`config.mk`:
```
export PLATFORM = sky130hd
export DESIGN_NAME = pwm_gen_top
export DESIGN_NICKNAME = d
export VERILOG_FILES = /design/src/hw/pwm_gen_channel.v /design/src/hw/pwm_gen_top.v
export VERILOG_INCLUDE_DIRS = /design/src /design/src/inc
export SDC_FILE = /design/constraint.sdc
export NUM_CORES = 1
export LEC_CHECK = 0
export BUFFER_PORTS_ARGS = -buffer_cell sky130_fd_sc_hd__buf_4
export CORE_MARGIN = 2
export CORE_UTILIZATION = 55
export CTS_CLUSTER_DIAMETER = 200
export DETAILED_ROUTE_END_ITERATION = 10
export GPL_TIMING_DRIVEN = 0
export PLACE_DENSITY = 0.76
export SLEW_MARGIN = 25
export SYNTH_ARGS = -nofsm -noshare
export SYNTH_HDL_FRONTEND = slang
export SYNTH_SLANG_ARGS = --single-unit
```
`constraint.sdc`:
```
create_clock -name clk -period 11.95 [get_ports clk]
set_clock_uncertainty 0.15 [all_clocks]
set_input_delay 1.7925 -clock clk [delete_from_list [all_inputs] [get_ports clk]]
set_output_delay 1.7925 -clock clk [all_outputs]
set_load 0.005 [all_outputs]
```
`src/inc/pwm_gen_consts.vh`:
```
// Overview of operation
// (RULE1) enable clear: generator idle, counter held at zero
// (RULE2) enable set: generator runs, outputs driven
// (RULE3) mode zero: count down, reload at zero
// (RULE4) mode one: up to load, down, repeat
// (RULE5) two independent outputs from one counter
// (RULE6) or complementary pair with dead-band delay
// (RULE7) generator zero drives pins a and b
// (RULE8) generator one drives pins c and d
// (RULE9) updates at zero, or after global sync
// (RULE10) debug clear: halt stops counter at zero
`ifndef PWM_GEN_CONSTS_VH
`define PWM_GEN_CONSTS_VH
`define ADDR_GEN0_CTL      12'h040
`define ADDR_GEN1_CTL      12'h080
`define ADDR_GEN0_LOAD     12'h050
`define ADDR_GEN0_CMPA     12'h058
`define ADDR_GEN0_CMPB     12'h05C
`define ADDR_GEN0_DBCTL    12'h060
`define ADDR_GEN0_DBRISE   12'h064
`define ADDR_GEN0_DBFALL   12'h068
`define ADDR_GEN0_COUNT    12'h054
`define ADDR_GEN_STRIDE    12'h040
`define ADDR_SYNC_UPDATE   12'h028
`define CTL_ENABLE         0
`define CTL_MODE           1
`define CTL_DEBUG          2
`define CTL_LOAD_UPD       3
`define CTL_CMPA_UPD       4
`define CTL_CMPB_UPD       5
`define CTL_WIDTH          6
`define CTL_RESET          6'h00
`define CNT_WIDTH          16
`define DB_WIDTH           12
`define VAL_RESET          16'h0000
`endif

```
`src/hw/pwm_gen_channel.v`:
```
`timescale 1ns/100ps
`include "pwm_gen_consts.vh"
module pwm_gen_channel (
    input  wire                   clk,
    input  wire                   rst,
    input  wire [`CTL_WIDTH-1:0]  ctl,
    input  wire [`CNT_WIDTH-1:0]  loadW,
    input  wire [`CNT_WIDTH-1:0]  cmpAW,
    input  wire [`CNT_WIDTH-1:0]  cmpBW,
    input  wire                   loadWr,
    input  wire                   cmpAWr,
    input  wire                   cmpBWr,
    input  wire                   syncReq,
    input  wire                   cpuHalted,
    input  wire                   dbEnable,
    input  wire [`DB_WIDTH-1:0]   dbRise,
    input  wire [`DB_WIDTH-1:0]   dbFall,
    output reg  [`CNT_WIDTH-1:0]  count_q,
    output reg                    outA_q,
    output reg                    outB_q
);
    reg [`CNT_WIDTH-1:0] load_q, cmpA_q, cmpB_q;
    reg [2:0]            pend_q;
    reg [2:0]            armed_q;
    reg                  dirUp_q;
    reg                  rawA_q, rawB_q;
    reg [`DB_WIDTH-1:0]  dbCnt_q;
    reg                  dbOut_q;
    wire                 run = ctl[`CTL_ENABLE];
    wire                 atZero = (count_q == `VAL_RESET);
    // (RULE10) halt stall at zero
    wire                 stall = cpuHalted & ~ctl[`CTL_DEBUG] & atZero;
    wire [2:0]           wrs = {cmpBWr, cmpAWr, loadWr};
    wire [2:0]           sel = {ctl[`CTL_CMPB_UPD], ctl[`CTL_CMPA_UPD], ctl[`CTL_LOAD_UPD]};
    // ----------------------------------------
    // update timing
    // ----------------------------------------
    genvar i;
    generate
        for (i = 0; i < 3; i = i + 1) begin : upd
            // (RULE9) write applies at zero
            wire fire = pend_q[i] & atZero & (~sel[i] | armed_q[i] | syncReq);
            always @(posedge clk or posedge rst) begin
                if (rst) begin
                    pend_q[i]  <= 1'b0;
                    armed_q[i] <= 1'b0;
                end else if (wrs[i]) begin
                    pend_q[i]  <= 1'b1;
                    armed_q[i] <= 1'b0;
                end else if (fire) begin
                    pend_q[i]  <= 1'b0;
                    armed_q[i] <= 1'b0;
                end else if (syncReq & pend_q[i]) begin
                    armed_q[i] <= 1'b1;
                end
            end
        end
    endgenerate
    always @(posedge clk or posedge rst) begin
        if (rst) begin
            load_q <= `VAL_RESET;
            cmpA_q <= `VAL_RESET;
            cmpB_q <= `VAL_RESET;
        end else begin
            if (upd[0].fire) load_q <= loadW;
            if (upd[1].fire) cmpA_q <= cmpAW;
            if (upd[2].fire) cmpB_q <= cmpBW;
        end
    end
    // ----------------------------------------
    // counter
    // ----------------------------------------
    always @(posedge clk or posedge rst) begin
        if (rst) begin
            count_q <= `VAL_RESET;
            dirUp_q <= 1'b1;
        // (RULE1) disabled holds idle
        end else if (!run) begin
            count_q <= `VAL_RESET;
            dirUp_q <= 1'b1;
        end else if (!stall) begin
            // (RULE4) up/down triangle
            if (ctl[`CTL_MODE]) begin
                if (dirUp_q) begin
                    if (count_q >= load_q) begin
                        dirUp_q <= 1'b0;
                        count_q <= (load_q == `VAL_RESET) ? `VAL_RESET : load_q - 16'h0001;
                    end else begin
                        count_q <= count_q + 16'h0001;
                    end
                end else if (count_q == `VAL_RESET) begin
                    dirUp_q <= 1'b1;
                    count_q <= (load_q == `VAL_RESET) ? `VAL_RESET : 16'h0001;
                end else begin
                    count_q <= count_q - 16'h0001;
                end
            // (RULE3) down with reload
            end else begin
                dirUp_q <= 1'b0;
                count_q <= atZero ? load_q : count_q - 16'h0001;
            end
        end
    end
    // ----------------------------------------
    // outputs and dead band
    // ----------------------------------------
    always @(posedge clk or posedge rst) begin
        if (rst) begin
            rawA_q  <= 1'b0;
            rawB_q  <= 1'b0;
            dbCnt_q <= {`DB_WIDTH{1'b0}};
            dbOut_q <= 1'b0;
            outA_q  <= 1'b0;
            outB_q  <= 1'b0;
        end else if (!run) begin
            rawA_q  <= 1'b0;
            rawB_q  <= 1'b0;
            dbCnt_q <= {`DB_WIDTH{1'b0}};
            dbOut_q <= 1'b0;
            outA_q  <= 1'b0;
            outB_q  <= 1'b0;
        end else begin
            // (RULE5) independent compares
            if (atZero) rawA_q <= 1'b1;
            else if (count_q == cmpA_q) rawA_q <= 1'b0;
            if (atZero) rawB_q <= 1'b1;
            else if (count_q == cmpB_q) rawB_q <= 1'b0;
            if (rawA_q != dbOut_q) begin
                if (dbCnt_q >= (rawA_q ? dbRise : dbFall)) begin
                    dbOut_q <= rawA_q;
                    dbCnt_q <= {`DB_WIDTH{1'b0}};
                end else begin
                    dbCnt_q <= dbCnt_q + 12'h001;
                end
            end else begin
                dbCnt_q <= {`DB_WIDTH{1'b0}};
            end
            // (RULE6) paired dead-band outputs
            if (dbEnable) begin
                outA_q <= dbOut_q & rawA_q;
                outB_q <= ~dbOut_q & ~rawA_q;
            end else begin
                // (RULE2) enabled outputs driven
                outA_q <= rawA_q;
                outB_q <= rawB_q;
            end
        end
    end
endmodule

```
`src/hw/pwm_gen_top.v`:
```
`timescale 1ns/100ps
`include "pwm_gen_consts.vh"
module pwm_gen_top (
    input  wire        clk,
    input  wire        nrst,
    input  wire [11:0] addr,
    input  wire [31:0] wdata,
    input  wire        wr,
    input  wire        rd,
    input  wire        cpuHalted,
    output reg  [31:0] rdata,
    output reg         outputPinA,
    output reg         outputPinB,
    output reg         outputPinC,
    output reg         outputPinD
);
    reg  rstS1_q, rstS2_q;
    wire rst = ~rstS2_q;
    always @(posedge clk or negedge nrst) begin
        if (!nrst) begin
            rstS1_q <= 1'b0;
            rstS2_q <= 1'b0;
        end else begin
            rstS1_q <= 1'b1;
            rstS2_q <= rstS1_q;
        end
    end
    // ----------------------------------------
    // registers per generator
    // ----------------------------------------
    reg  [`CTL_WIDTH-1:0] ctl_q   [0:1];
    reg  [`CNT_WIDTH-1:0] load_q  [0:1];
    reg  [`CNT_WIDTH-1:0] cmpA_q  [0:1];
    reg  [`CNT_WIDTH-1:0] cmpB_q  [0:1];
    reg                   dbEn_q  [0:1];
    reg  [`DB_WIDTH-1:0]  dbRise_q[0:1];
    reg  [`DB_WIDTH-1:0]  dbFall_q[0:1];
    wire [`CNT_WIDTH-1:0] cnt     [0:1];
    wire [1:0]            pA, pB;
    wire                  syncWr = wr & (addr == `ADDR_SYNC_UPDATE);
    reg  [1:0]            syncReq_q;
    reg  [31:0]           rdata_d;
    always @(posedge clk or posedge rst) begin
        if (rst) syncReq_q <= 2'b00;
        else     syncReq_q <= syncWr ? wdata[1:0] : 2'b00;
    end
    genvar g;
    generate
        for (g = 0; g < 2; g = g + 1) begin : gen
            wire [11:0] base = (g == 0) ? 12'h000 : `ADDR_GEN_STRIDE;
            wire wCtl  = wr & (addr == `ADDR_GEN0_CTL + base);
            wire wLoad = wr & (addr == `ADDR_GEN0_LOAD + base);
            wire wCmpA = wr & (addr == `ADDR_GEN0_CMPA + base);
            wire wCmpB = wr & (addr == `ADDR_GEN0_CMPB + base);
            always @(posedge clk or posedge rst) begin
                if (rst) begin
                    ctl_q[g]    <= `CTL_RESET;
                    load_q[g]   <= `VAL_RESET;
                    cmpA_q[g]   <= `VAL_RESET;
                    cmpB_q[g]   <= `VAL_RESET;
                    dbEn_q[g]   <= 1'b0;
                    dbRise_q[g] <= {`DB_WIDTH{1'b0}};
                    dbFall_q[g] <= {`DB_WIDTH{1'b0}};
                end else begin
                    if (wCtl)  ctl_q[g]  <= wdata[`CTL_WIDTH-1:0];
                    if (wLoad) load_q[g] <= wdata[`CNT_WIDTH-1:0];
                    if (wCmpA) cmpA_q[g] <= wdata[`CNT_WIDTH-1:0];
                    if (wCmpB) cmpB_q[g] <= wdata[`CNT_WIDTH-1:0];
                    if (wr & (addr == `ADDR_GEN0_DBCTL + base))  dbEn_q[g]   <= wdata[0];
                    if (wr & (addr == `ADDR_GEN0_DBRISE + base)) dbRise_q[g] <= wdata[`DB_WIDTH-1:0];
                    if (wr & (addr == `ADDR_GEN0_DBFALL + base)) dbFall_q[g] <= wdata[`DB_WIDTH-1:0];
                end
            end
            pwm_gen_channel u_chan (
                .clk       (clk),
                .rst       (rst),
                .ctl       (ctl_q[g]),
                .loadW     (load_q[g]),
                .cmpAW     (cmpA_q[g]),
                .cmpBW     (cmpB_q[g]),
                .loadWr    (wLoad),
                .cmpAWr    (wCmpA),
                .cmpBWr    (wCmpB),
                .syncReq   (syncReq_q[g]),
                .cpuHalted (cpuHalted),
                .dbEnable  (dbEn_q[g]),
                .dbRise    (dbRise_q[g]),
                .dbFall    (dbFall_q[g]),
                .count_q   (cnt[g]),
                .outA_q    (pA[g]),
                .outB_q    (pB[g])
            );
        end
    endgenerate
    // ----------------------------------------
    // read mux and pins
    // ----------------------------------------
    always @* begin
        rdata_d = 32'h00000000;
        case (addr)
            `ADDR_GEN0_CTL:                      rdata_d[`CTL_WIDTH-1:0] = ctl_q[0];
            `ADDR_GEN1_CTL:                      rdata_d[`CTL_WIDTH-1:0] = ctl_q[1];
            `ADDR_GEN0_LOAD:                     rdata_d[15:0] = load_q[0];
            `ADDR_GEN0_LOAD + `ADDR_GEN_STRIDE:  rdata_d[15:0] = load_q[1];
            `ADDR_GEN0_COUNT:                    rdata_d[15:0] = cnt[0];
            `ADDR_GEN0_COUNT + `ADDR_GEN_STRIDE: rdata_d[15:0] = cnt[1];
            `ADDR_GEN0_CMPA:                     rdata_d[15:0] = cmpA_q[0];
            `ADDR_GEN0_CMPA + `ADDR_GEN_STRIDE:  rdata_d[15:0] = cmpA_q[1];
            `ADDR_GEN0_CMPB:                     rdata_d[15:0] = cmpB_q[0];
            `ADDR_GEN0_CMPB + `ADDR_GEN_STRIDE:  rdata_d[15:0] = cmpB_q[1];
            default:                             rdata_d = 32'h00000000;
        endcase
    end
    always @(posedge clk or posedge rst) begin
        if (rst) begin
            rdata      <= 32'h00000000;
            outputPinA <= 1'b0;
            outputPinB <= 1'b0;
            outputPinC <= 1'b0;
            outputPinD <= 1'b0;
        end else begin
            rdata <= rd ? rdata_d : 32'h00000000;
            // (RULE7) generator zero pins
            outputPinA <= pA[0];
            outputPinB <= pB[0];
            // (RULE8) generator one pins
            outputPinC <= pA[1];
            outputPinD <= pB[1];
        end
    end
endmodule

```
==> results of run 1 <==
## synthesized netlist by cell type, types with 12 or more instances
| cell type | number |
|---|---|
| a211oi_1 | 12 |
| a21oi_1 | 88 |
| a222oi_1 | 12 |
| a22oi_1 | 23 |
| a31oi_1 | 28 |
| and3_1 | 20 |
| buf_4 | 22 |
| clkbuf_1 | 87 |
| dfrtp_1 | 356 |
| ha_1 | 72 |
| inv_1 | 55 |
| mux2_2 | 240 |
| mux2i_1 | 40 |
| nand2_1 | 155 |
| nand2b_1 | 12 |
| nand3_1 | 59 |
| nand4_1 | 25 |
| nor2_1 | 119 |
| nor2b_1 | 13 |
| nor3_1 | 40 |
| nor4_1 | 27 |
| o211ai_1 | 12 |
| o21ai_0 | 46 |
| o22ai_1 | 12 |
| xnor2_1 | 65 |
| xor2_1 | 84 |
## placed cells by master (no fill, tap or decap), types with 13 or more instances in the layout
cell and count:
nand4_1 25, conb_1 17, nor4_1 27, mux2i_1 40
a31oi_1 28, inv_1 55, clkbuf_1 93, nand3_1 59
nor2b_1 13, dfrtp_1 355, o21ai_0 46, buf_4 66
mux2_2 240, a22oi_1 23, a21oi_1 88, xor2_1 84
nand2_1 155, nor2_1 119, ha_1 72, nor3_1 40
clkbuf_16 41, xnor2_1 65, and3_1 20
## flip-flops by register name, summed over array words and instances (netlist names), 12 cells and up
register and cells:
gen.u_chan.count_q 32, load_q 32, gen.u_chan.cmpB_q 32, cmpA_q 32, dbRise_q 24, ctl_q 12
rdata 16, dbFall_q 24, gen.u_chan.load_q 32, gen.u_chan.cmpA_q 32, gen.u_chan.dbCnt_q 24, cmpB_q 32
## cell families after synthesis
kind of cell | share of synthesized area
compound gates | 0.1035
xor+xnor | 0.06594
fa+ha+maj | 0.04552
buf+inv | 0.04034
flops | 0.4528
mux | 0.1591
other cells | 0.0003795
simple gates | 0.1325
## area by class of cell
type	instances	area [µm²]
fill	2892	13280
multi-input combinational	1361	10090
sequential	358	8965
clock buffer	52	1117
buffer	129	584.3
tap	461	576.8
timing repair buffer	51	500.5
inverter	57	214.0
clock inverter	16	151.4
antenna	1	2.502
## worst max-delay path: stages
cell      delay (ps)
buf_4            110
or4_4            560
nor3b_4          620
nand2_2          250
nor2_1           610
clkbuf_1         550
a221oi_1         180
a31oi_1          520
## power by group
| group | internal [mW] | switching, mW | total [mW] |
|---|---|---|---|
| combinational | 0.0355 | 0.0786 | 0.114 |
| clock | 0.703 | 0.505 | 1.21 |
| sequential | 1.22 | 0.00811 | 1.23 |
| total | 1.96 | 0.592 | 2.55 |
## worst paths after layout
| path | endpoint | slack, ps | depth (start not counted) |
|---|---|---|---|
| max in group asynchronous | gen[1].u_chan.dirUp_q$_DFFE_PN1P_ | 10100 | 3 |
| min in group asynchronous | gen[0].u_chan.count_q[4]$_DFFE_PN0P_ | 230 | 0 |
| worst min register to register | outputPinA$_DFF_PN0_ | 200 | 0 |
| worst max-delay path | rdata[4]$_DFF_PN0_ | 6960 | 8 |
| worst max register to register | gen[1].u_chan.dbCnt_q[7]$_DFF_PN0_ | 7990 | 11 |
| worst min-delay path | outputPinA$_DFF_PN0_ | 200 | 0 |
## layer usage
metal / track usage / vias up / part of all wire
met1: 0.4590 / 8063 / 0.43
li1: - / 6983 / -
met3: 0.08123 / 135 / 0.10
met4: 0.08142 / 4 / 0.027
met5: 0.01277 / - / 0.0010
met2: 0.4788 / 788 / 0.44
## metrics by stage
stage | utilization | cells | worst slack (ps)
6_report | 0.6256 | 2486 | 6961
2_1_floorplan | - | 1905 | 1087
5_1_grt | 0.6256 | 2486 | 7007
3_5_place_dp | 0.5898 | 2417 | 6826
4_1_cts | 0.6256 | 2485 | 7367
3_3_place_gp | 0.5849 | 2410 | -2704
==> flow_summary.yaml, run 1 <==
synthesis:
  synth_edf_count: 0
  yosys_warnings: 0
  yosys.cell_types.count: 79
  synth_top_area_frac: 0.4501
  synthTopCellsByArea: "dfrtp_1, mux2_2, ha_1, xor2_1, nand2_1"
  synth_seq_area_share: 0.4528
  ys_dominant_reg_cell: "dfrtp_1"
  synthArstFlopShare: 1.000
  syn-instance-count: 1890
  ys_ff_latch: 358
  netlist_area_mm2: 0.01979
  syn_avg_cell_area_um2: 10.47
  yosys.area.top_type: "dfrtp_1"
floorplan:
  initial_utilization: 0.5577
  ios: 85
  coreArea_mm2: 0.03548
  dieHeight_um: 193.7
  die_w_um: 193.7
  rows: 69
  dieArea_mm2: 0.03752
clock_network:
  cts_buffers: 40
  clock_sinks: 358
  clk_path_buf_depth: 3
  cts_root_buffer: "clkbuf_16"
  h-tree-depth: 2
  ctsResizeCount: 0
  path_clk_slew_ps: 60
  postCtsSetupRepairBufs: 0
  cts_tree: "done"
  clk_latency_ps: 540
  hold_buffers: 0
worst_setup_path:
  worstSetupPathType: "primary input to flop"
  cp-start-kind: "primary input"
  timing.critical_path.from: "addr[9]"
  cp_max_fo: 10
  required_ps: 12160
  arrival_ps: 5200
  r2r_start: "gen[1].u_chan.rawA_q$_DFFE_PN0P_"
  critPathCaptureType: "flop"
power_and_ir_drop:
  total_power_mw: 2.548
  leakage_nw: 10.62
  ir_worst_vdd_mv: 0.1182
  powerDensity_mw_per_mm2: 114.8
route:
  drc: 0
  via_count: 15973
  wl_per_cell_um: 24.24
  first_pass_iters: 6
  wirelength_um: 60260
  vias_per_cell: 6.425
  drt_iter0_markers: 1822
  ant_nets: 0
final_layout:
  drive_above_1_share: 0.2016
  nets: 2119
  final_area_mm2: 0.02220
  syn_to_final_growth_pct: 12.17
global_routing:
  grt_start_max_net_pins: 57
  grt_overflow_total: 0
  antenna_found_initial: 2
  grt_use_total: 0.3179
  grt_first_pass_wirelength_um: 92470
  grt_pass1_vias: 15710
timing:
  final-setup-viol-count: 0
  post-route-min-period_ps: 4989
  slew_headroom: 0.3506
  min_period_over_period: 0.4175
  rsz0062_at_grt: "no"
  drv_slew: 0
  fmax_mhz: 200.4
  setup_tns_ps: 0
  worst_pin_slew_ps: 965.2
  hold_viol_final: 0
  hold_ws_ps: 203.5
place:
  place_congestion: 1.017
  dp_hpwl_um: 44570
  portBuffers: 44
  dpl_cell_area_mm2: 0.02093
min_path:
  hold_class: "flop to flop"
  min-delay-start: "gen[0].u_chan.outA_q$_DFF_PN0_"
run_status:
  status: "finished, final reports clean"
job:
  maxCapViolCount: 0
No activity file was read; power rests on OpenSTA's default activity.
==> run 2, diff against run 1 <==
- PLACE_DENSITY: 0.76 -> 0.79
- clock period: 11.95 -> 4.2 ns (I/O delays scaled with it)
==> flow_summary.yaml, run 2 (same netlist as run 1, synthesis figures left out) <==
place:
  place_congestion: 0.9784
  dpl_worst_slack_ps: 389.3
  portBuffers: 44
  dp_hpwl_um: 45280
  dp_cells: 2417
run_status:
  status: "finished, final reports clean"
power_and_ir_drop:
  leakage_nw: 10.69
  seq_power_share: 0.464
  total_power_mw: 7.501
  clkPwrFrac: 0.492
  p_sw_frac: 0.2304
  powerDensity_mw_per_mm2: 336.1
  p_switching_mw: 1.728
  internal_power_mw: 5.773
  ir_worst_vdd_mv: 0.2960
  p_comb_frac: 0.044
floorplan:
  coreArea_mm2: 0.03548
  ios: 85
  dieArea_mm2: 0.03752
  die_w_um: 193.7
  dieHeight_um: 193.7
  initial_utilization: 0.5577
  rows: 69
route:
  vias_per_cell: 6.381
  drt_iter0_markers: 1850
  first_pass_iters: 8
  drc: 0
  wirelength_um: 61320
  wl_per_cell_um: 24.64
  ant_nets: 0
  via_count: 15882
final_layout:
  layout_commonest_cell: "dfrtp_1"
  n_antenna_cell: 0
  final_core_util: 0.6290
  drive_above_1_share: 0.2027
  nets: 2119
  mostFrequentLayoutCells: "dfrtp_1, mux2_2, nand2_1"
  fin_cells: 2489
  syn_to_final_growth_pct: 12.78
timing:
  setup_tns_ps: 0
  final.setup.worst_slack_ps: 454.5
  rsz0062_at_grt: "no"
  hold_viol_final: 0
  post-route-min-period_ps: 3745
  min_period_over_period: 0.8918
  fmax_mhz: 267.0
  worst_pin_slew_ps: 924.4
  final-setup-viol-count: 0
  slew_headroom: 0.3815
  drv_slew: 0
worst_setup_path:
  cp-start-kind: "flop"
  arrival_ps: 4010
  critPathTopFamily: "simple AND/OR/NAND/NOR gates"
  required_ps: 4470
  crit_chain: "clkbuf_1 > nor4_1 > and3b_1 > and3_1 > clkbuf_1 > nor3_1 > a2111oi_0 > nor2_1"
  cp_max_fo: 10
  cpPeakStageDelay_ps: 840
  worstSetupPathType: "flop to flop"
  slowest_stage: "nor4_1"
  cpMostUsedCell: "clkbuf_1"
  critPathCaptureType: "flop"
  path_buf_inv: 2
clock_network:
  h-tree-depth: 2
  clk_latency_ps: 560
  cts_root_buffer: "clkbuf_16"
  clock_sinks: 358
  cts_buffers: 39
  postCtsSetupRepairBufs: 0
  clk_path_buf_depth: 3
  path_clk_slew_ps: 70
  cts_tree: "done"
global_routing:
  grt_use_met3: 0.07166
  grt_pass1_vias: 15870
  top_usage_layer: "met2"
  antenna_found_initial: 1
  grt_first_pass_wirelength_um: 94500
  grtUsageMet2: 0.4890
  grt_overflow_total: 0
  grt_use_total: 0.3265
  grt_start_max_net_pins: 58
  grt_use_met1: 0.4759
min_path:
  hold_class: "flop to async pin"
job:
  maxCapViolCount: 0
run 2: cell count changes in the layout (fill, tap and decap cells not counted), sizes merged:
cell / delta
buf: -1
bufinv: +3
clkbuf: +4
clkinvlp: -2
diode: -1
dlygate4sd3: +1
inv: -1
run 2: worst register-to-register path: cells and delay by family, from the launching register on:
kind / cells / cell delay, ps
buffers and inverters: 2 / 1010
DFF: 1 / 390
and+or+nand+nor: 5 / 1670
AOI/OAI and AO/OA: 1 / 390
run 2: path summary, 6_finish.rpt:
check	start	endpoint	slack [ps]	cells past startpoint
worst max-delay path	gen[1].u_chan.count_q[13]$_DFFE_PN0P_	gen[1].u_chan.count_q[6]$_DFFE_PN0P_	450	8
worst min-delay path	rstS2_q$_DFF_PN0_	gen[0].u_chan.dbCnt_q[0]$_DFF_PN0_	80	0
worst max register to register	gen[1].u_chan.count_q[13]$_DFFE_PN0P_	gen[1].u_chan.count_q[6]$_DFFE_PN0P_	450	8
worst min register to register	rstS2_q$_DFF_PN0_	gen[0].u_chan.dbCnt_q[0]$_DFF_PN0_	80	0
max in group asynchronous	rstS2_q$_DFF_PN0_	gen[0].u_chan.cmpB_q[12]$_DFFE_PN0P_	2600	3
min in group clk	addr[7]	syncReq_q[0]$_DFF_PN0_	130	2
run 2: layout make-up:
type | count | area (µm²)
multi-input cells | 1361 | 10090
well taps | 461 | 576.8
flip-flops and latches | 358 | 8965
repair buffers | 52 | 525.5
inverters | 57 | 214.0
fillers | 2789 | 13160
clock inverters | 16 | 229.0
clock buffers | 55 | 1137
plain buffers | 129 | 585.6
run 2: per-stage QoR:
stage / hold slack (ps) / instance area (µm²)
floorplan: 181.2 / 19850
detailed placement: 82.84 / 20940
CTS: 90.26 / 22320
global placement: 186.2 / 20760
global route: 117.3 / 22320
finish: 79.87 / 22320
run 2: what timing repair did:
action | CTS | global route
endpoints found under the hold margin | 2 | 0
resized for setup | 0 | 1
endpoints found under the setup margin | 0 | 1
hold buffers | 1 | 0
run 2: metal layers:
metal	wire (µm)	vias to the layer above	part of all wire
met5	8	-	0.00013
li1	-	6984	-
met4	1683	2	0.027
met2	26900	865	0.44
met3	6310	137	0.10
met1	26410	7894	0.43
run 2: power by group through the flow:
stage          registers [mW]  logic (mW)  clock network, mW
2_1_floorplan            3.58       0.140                  0
3_3_place_gp             3.60       0.233                  0
3_5_place_dp             3.54       0.324                  0
4_1_cts                  3.48       0.326               3.70
5_1_grt                  3.48       0.358               3.84
6_report                 3.48       0.331               3.69
==> run 3, diff against run 2 <==
- ABC_AREA: not set -> 1
==> flow_summary.yaml, run 3 <==
global_routing:
  antenna_found_initial: 4
  grt_first_pass_wirelength_um: 102400
  grt_pass1_vias: 18588
  grt_start_max_net_pins: 54
  grt_overflow_total: 0
  grt_use_total: 0.3441
synthesis:
  synthXorXnorAreaFrac: 0.04899
  synth_most_common_cell: "nand2_1"
  yosys.cell_types.count: 50
  ys_dominant_reg_cell: "dfrtp_1"
  synth_seq_area_share: 0.4397
  yosys_warnings: 0
  netlist_area_mm2: 0.02038
  synthTopCellsByArea: "dfrtp_1, nand2_1, o21ai_0, inv_1, nor2_1"
  synth_simple_gate_area_share: 0.2401
  synth_common_cells: "nand2_1, dfrtp_1, o21ai_0, inv_1, nor2_1"
  synth_compound_area_frac: 0.1289
  synthArstFlopShare: 1.000
  yosys.area.top_type: "dfrtp_1"
  synth_top_area_frac: 0.4371
  synth_top_family_by_area: "simple AND/OR/NAND/NOR gates"
  synthAdderAreaFrac: 0.04420
  muxShareOfSynthArea: 0.01081
  synth_edf_count: 0
  syn-instance-count: 2654
  ys_ff_latch: 358
  syn_avg_cell_area_um2: 7.679
route:
  wl_met3_um: 7128
  met1_length_um: 27880
  ant_nets: 0
  wl_per_cell_um: 20.00
  wirelength_um: 65340
  drc: 0
  wl_met2_um: 28350
  via_count: 19126
  drt_iter0_markers: 2293
  first_pass_iters: 6
  vias_per_cell: 5.854
  top_layer: "met4"
clock_network:
  path_clk_slew_ps: 60
  cts_tree: "done"
  postCtsSetupRepairBufs: 0
  cts_buffers: 40
  hold_buffers: 1
  h-tree-depth: 2
  clk_latency_ps: 570
  cts_root_buffer: "clkbuf_16"
  clk_path_buf_depth: 3
  clock_sinks: 358
  ctsResizeCount: 0
floorplan:
  initial_utilization: 0.5580
  ios: 85
  dieArea_mm2: 0.03861
  rows: 70
  coreArea_mm2: 0.03652
  dieHeight_um: 196.5
  die_w_um: 196.5
timing:
  hold_viol_final: 0
  setup_tns_ps: 0
  worst_pin_slew_ps: 825.9
  drv_slew: 0
  hold_ws_ps: 165.9
  final.setup.worst_slack_ps: 937.1
  final-setup-viol-count: 0
  fmax_mhz: 306.5
  rsz0062_at_grt: "no"
  post-route-min-period_ps: 3263
  slew_headroom: 0.4494
  min_period_over_period: 0.7769
final_layout:
  final_area_mm2: 0.02299
  nets: 2891
  layout_commonest_cell: "nand2_1"
  n_antenna_cell: 0
  mostFrequentLayoutCells: "nand2_1, dfrtp_1, o21ai_0"
  syn_to_final_growth_pct: 12.82
  drive_above_1_share: 0.08217
power_and_ir_drop:
  ir_worst_vdd_mv: 0.3989
  powerDensity_mw_per_mm2: 352.5
  leakage_nw: 11.29
min_path:
  hold_class: "primary input to flop"
place:
  dp_hpwl_um: 49040
  dpl_worst_slack_ps: 981.9
  portBuffers: 51
  place_congestion: 1.005
  dpl_cell_area_mm2: 0.02158
worst_setup_path:
  cp_max_fo: 10
  critPathCaptureType: "flop"
  worstSetupPathType: "flop to flop"
  cp-start-kind: "flop"
  required_ps: 4490
  arrival_ps: 3550
job:
  maxCapViolCount: 0
run_status:
  status: "finished, final reports clean"
## run 3: cell types whose count changed after synthesis, moves of 39 or more
cell / previous run / this run
inv_1: 55 / 292
nand3_1: 59 / 132
mux2_2: 240 / 0
clkbuf_1: 87 / 45
nand2_1: 155 / 671
o21ai_0: 46 / 351
nor2_1: 119 / 256
buf_2: 8 / 47
## run 3: final cells by class
| type | count | area, µm² |
|---|---|---|
| multi-input combinational | 1888 | 9703 |
| tap | 468 | 585.6 |
| inverter | 300 | 1127 |
| clock inverter | 18 | 282.8 |
| clock buffer | 53 | 1121 |
| timing repair buffer | 59 | 563.0 |
| sequential | 358 | 8965 |
| buffer | 123 | 644.4 |
| fill | 3149 | 13530 |
## run 3: per-layer routing
layer,up-vias,global-route usage
li1,8778,-
met1,9175,0.4990
met2,1035,0.5176
met3,138,0.06485
met4,0,0.1223
met5,-,0
## run 3: per-stage QoR
step / power (mW) / std cells / utilization
finish: 8.104 / 3267 / 0.6295
global route: 8.333 / 3267 / 0.6295
CTS: 8.107 / 3267 / 0.6295
detailed placement: 4.318 / 3195 / 0.5908
global placement: 4.274 / 3188 / 0.5862
floorplan: 4.107 / 2669 / -
## run 3: worst paths after layout
path | startpoint | end | slack (ps) | depth (start not counted)
worst max-delay path | gen[0].u_chan.rawA_q$_DFFE_PN0P_ | gen[0].u_chan.dbCnt_q[0]$_DFF_PN0_ | 940 | 12
min in group asynchronous | rstS2_q$_DFF_PN0_ | gen[1].u_chan.outB_q$_DFF_PN0_ | 200 | 0
worst max register to register | gen[0].u_chan.rawA_q$_DFFE_PN0P_ | gen[0].u_chan.dbCnt_q[0]$_DFF_PN0_ | 940 | 12
worst min register to register | rstS2_q$_DFF_PN0_ | gen[1].u_chan.outB_q$_DFF_PN0_ | 200 | 0
max in group asynchronous | rstS2_q$_DFF_PN0_ | gen[0].u_chan.dirUp_q$_DFFE_PN1P_ | 2630 | 2
worst min-delay path | wdata[6] | cmpA_q[22]$_DFFE_PN0P_ | 170 | 3
## run 3: critical path: stages, from the launching register on
cell      delay (ps)
dfrtp_1          370
clkbuf_1         270
clkbuf_1         600
mux2i_1          230
ha_1             350
nand2_1           70
nor2_1           200
nand3_1          110
nand4_1          130
nor2_1            50
nand2_1          140
clkbuf_1         350
nor2_1            90
## run 3: cells by family after synthesis
group,after synthesis
and+or+nand+nor,1176
buffers and inverters,423
DFF,358
xor gates and xnor gates,114
other,2
muxes,22
adders and majority gates,72
AOI/OAI and AO/OA,487
## run 3: power breakdown
part | internal, mW | switching (mW)
clock network | 2.32 | 1.51
logic | 0.216 | 0.361
registers | 3.58 | 0.117
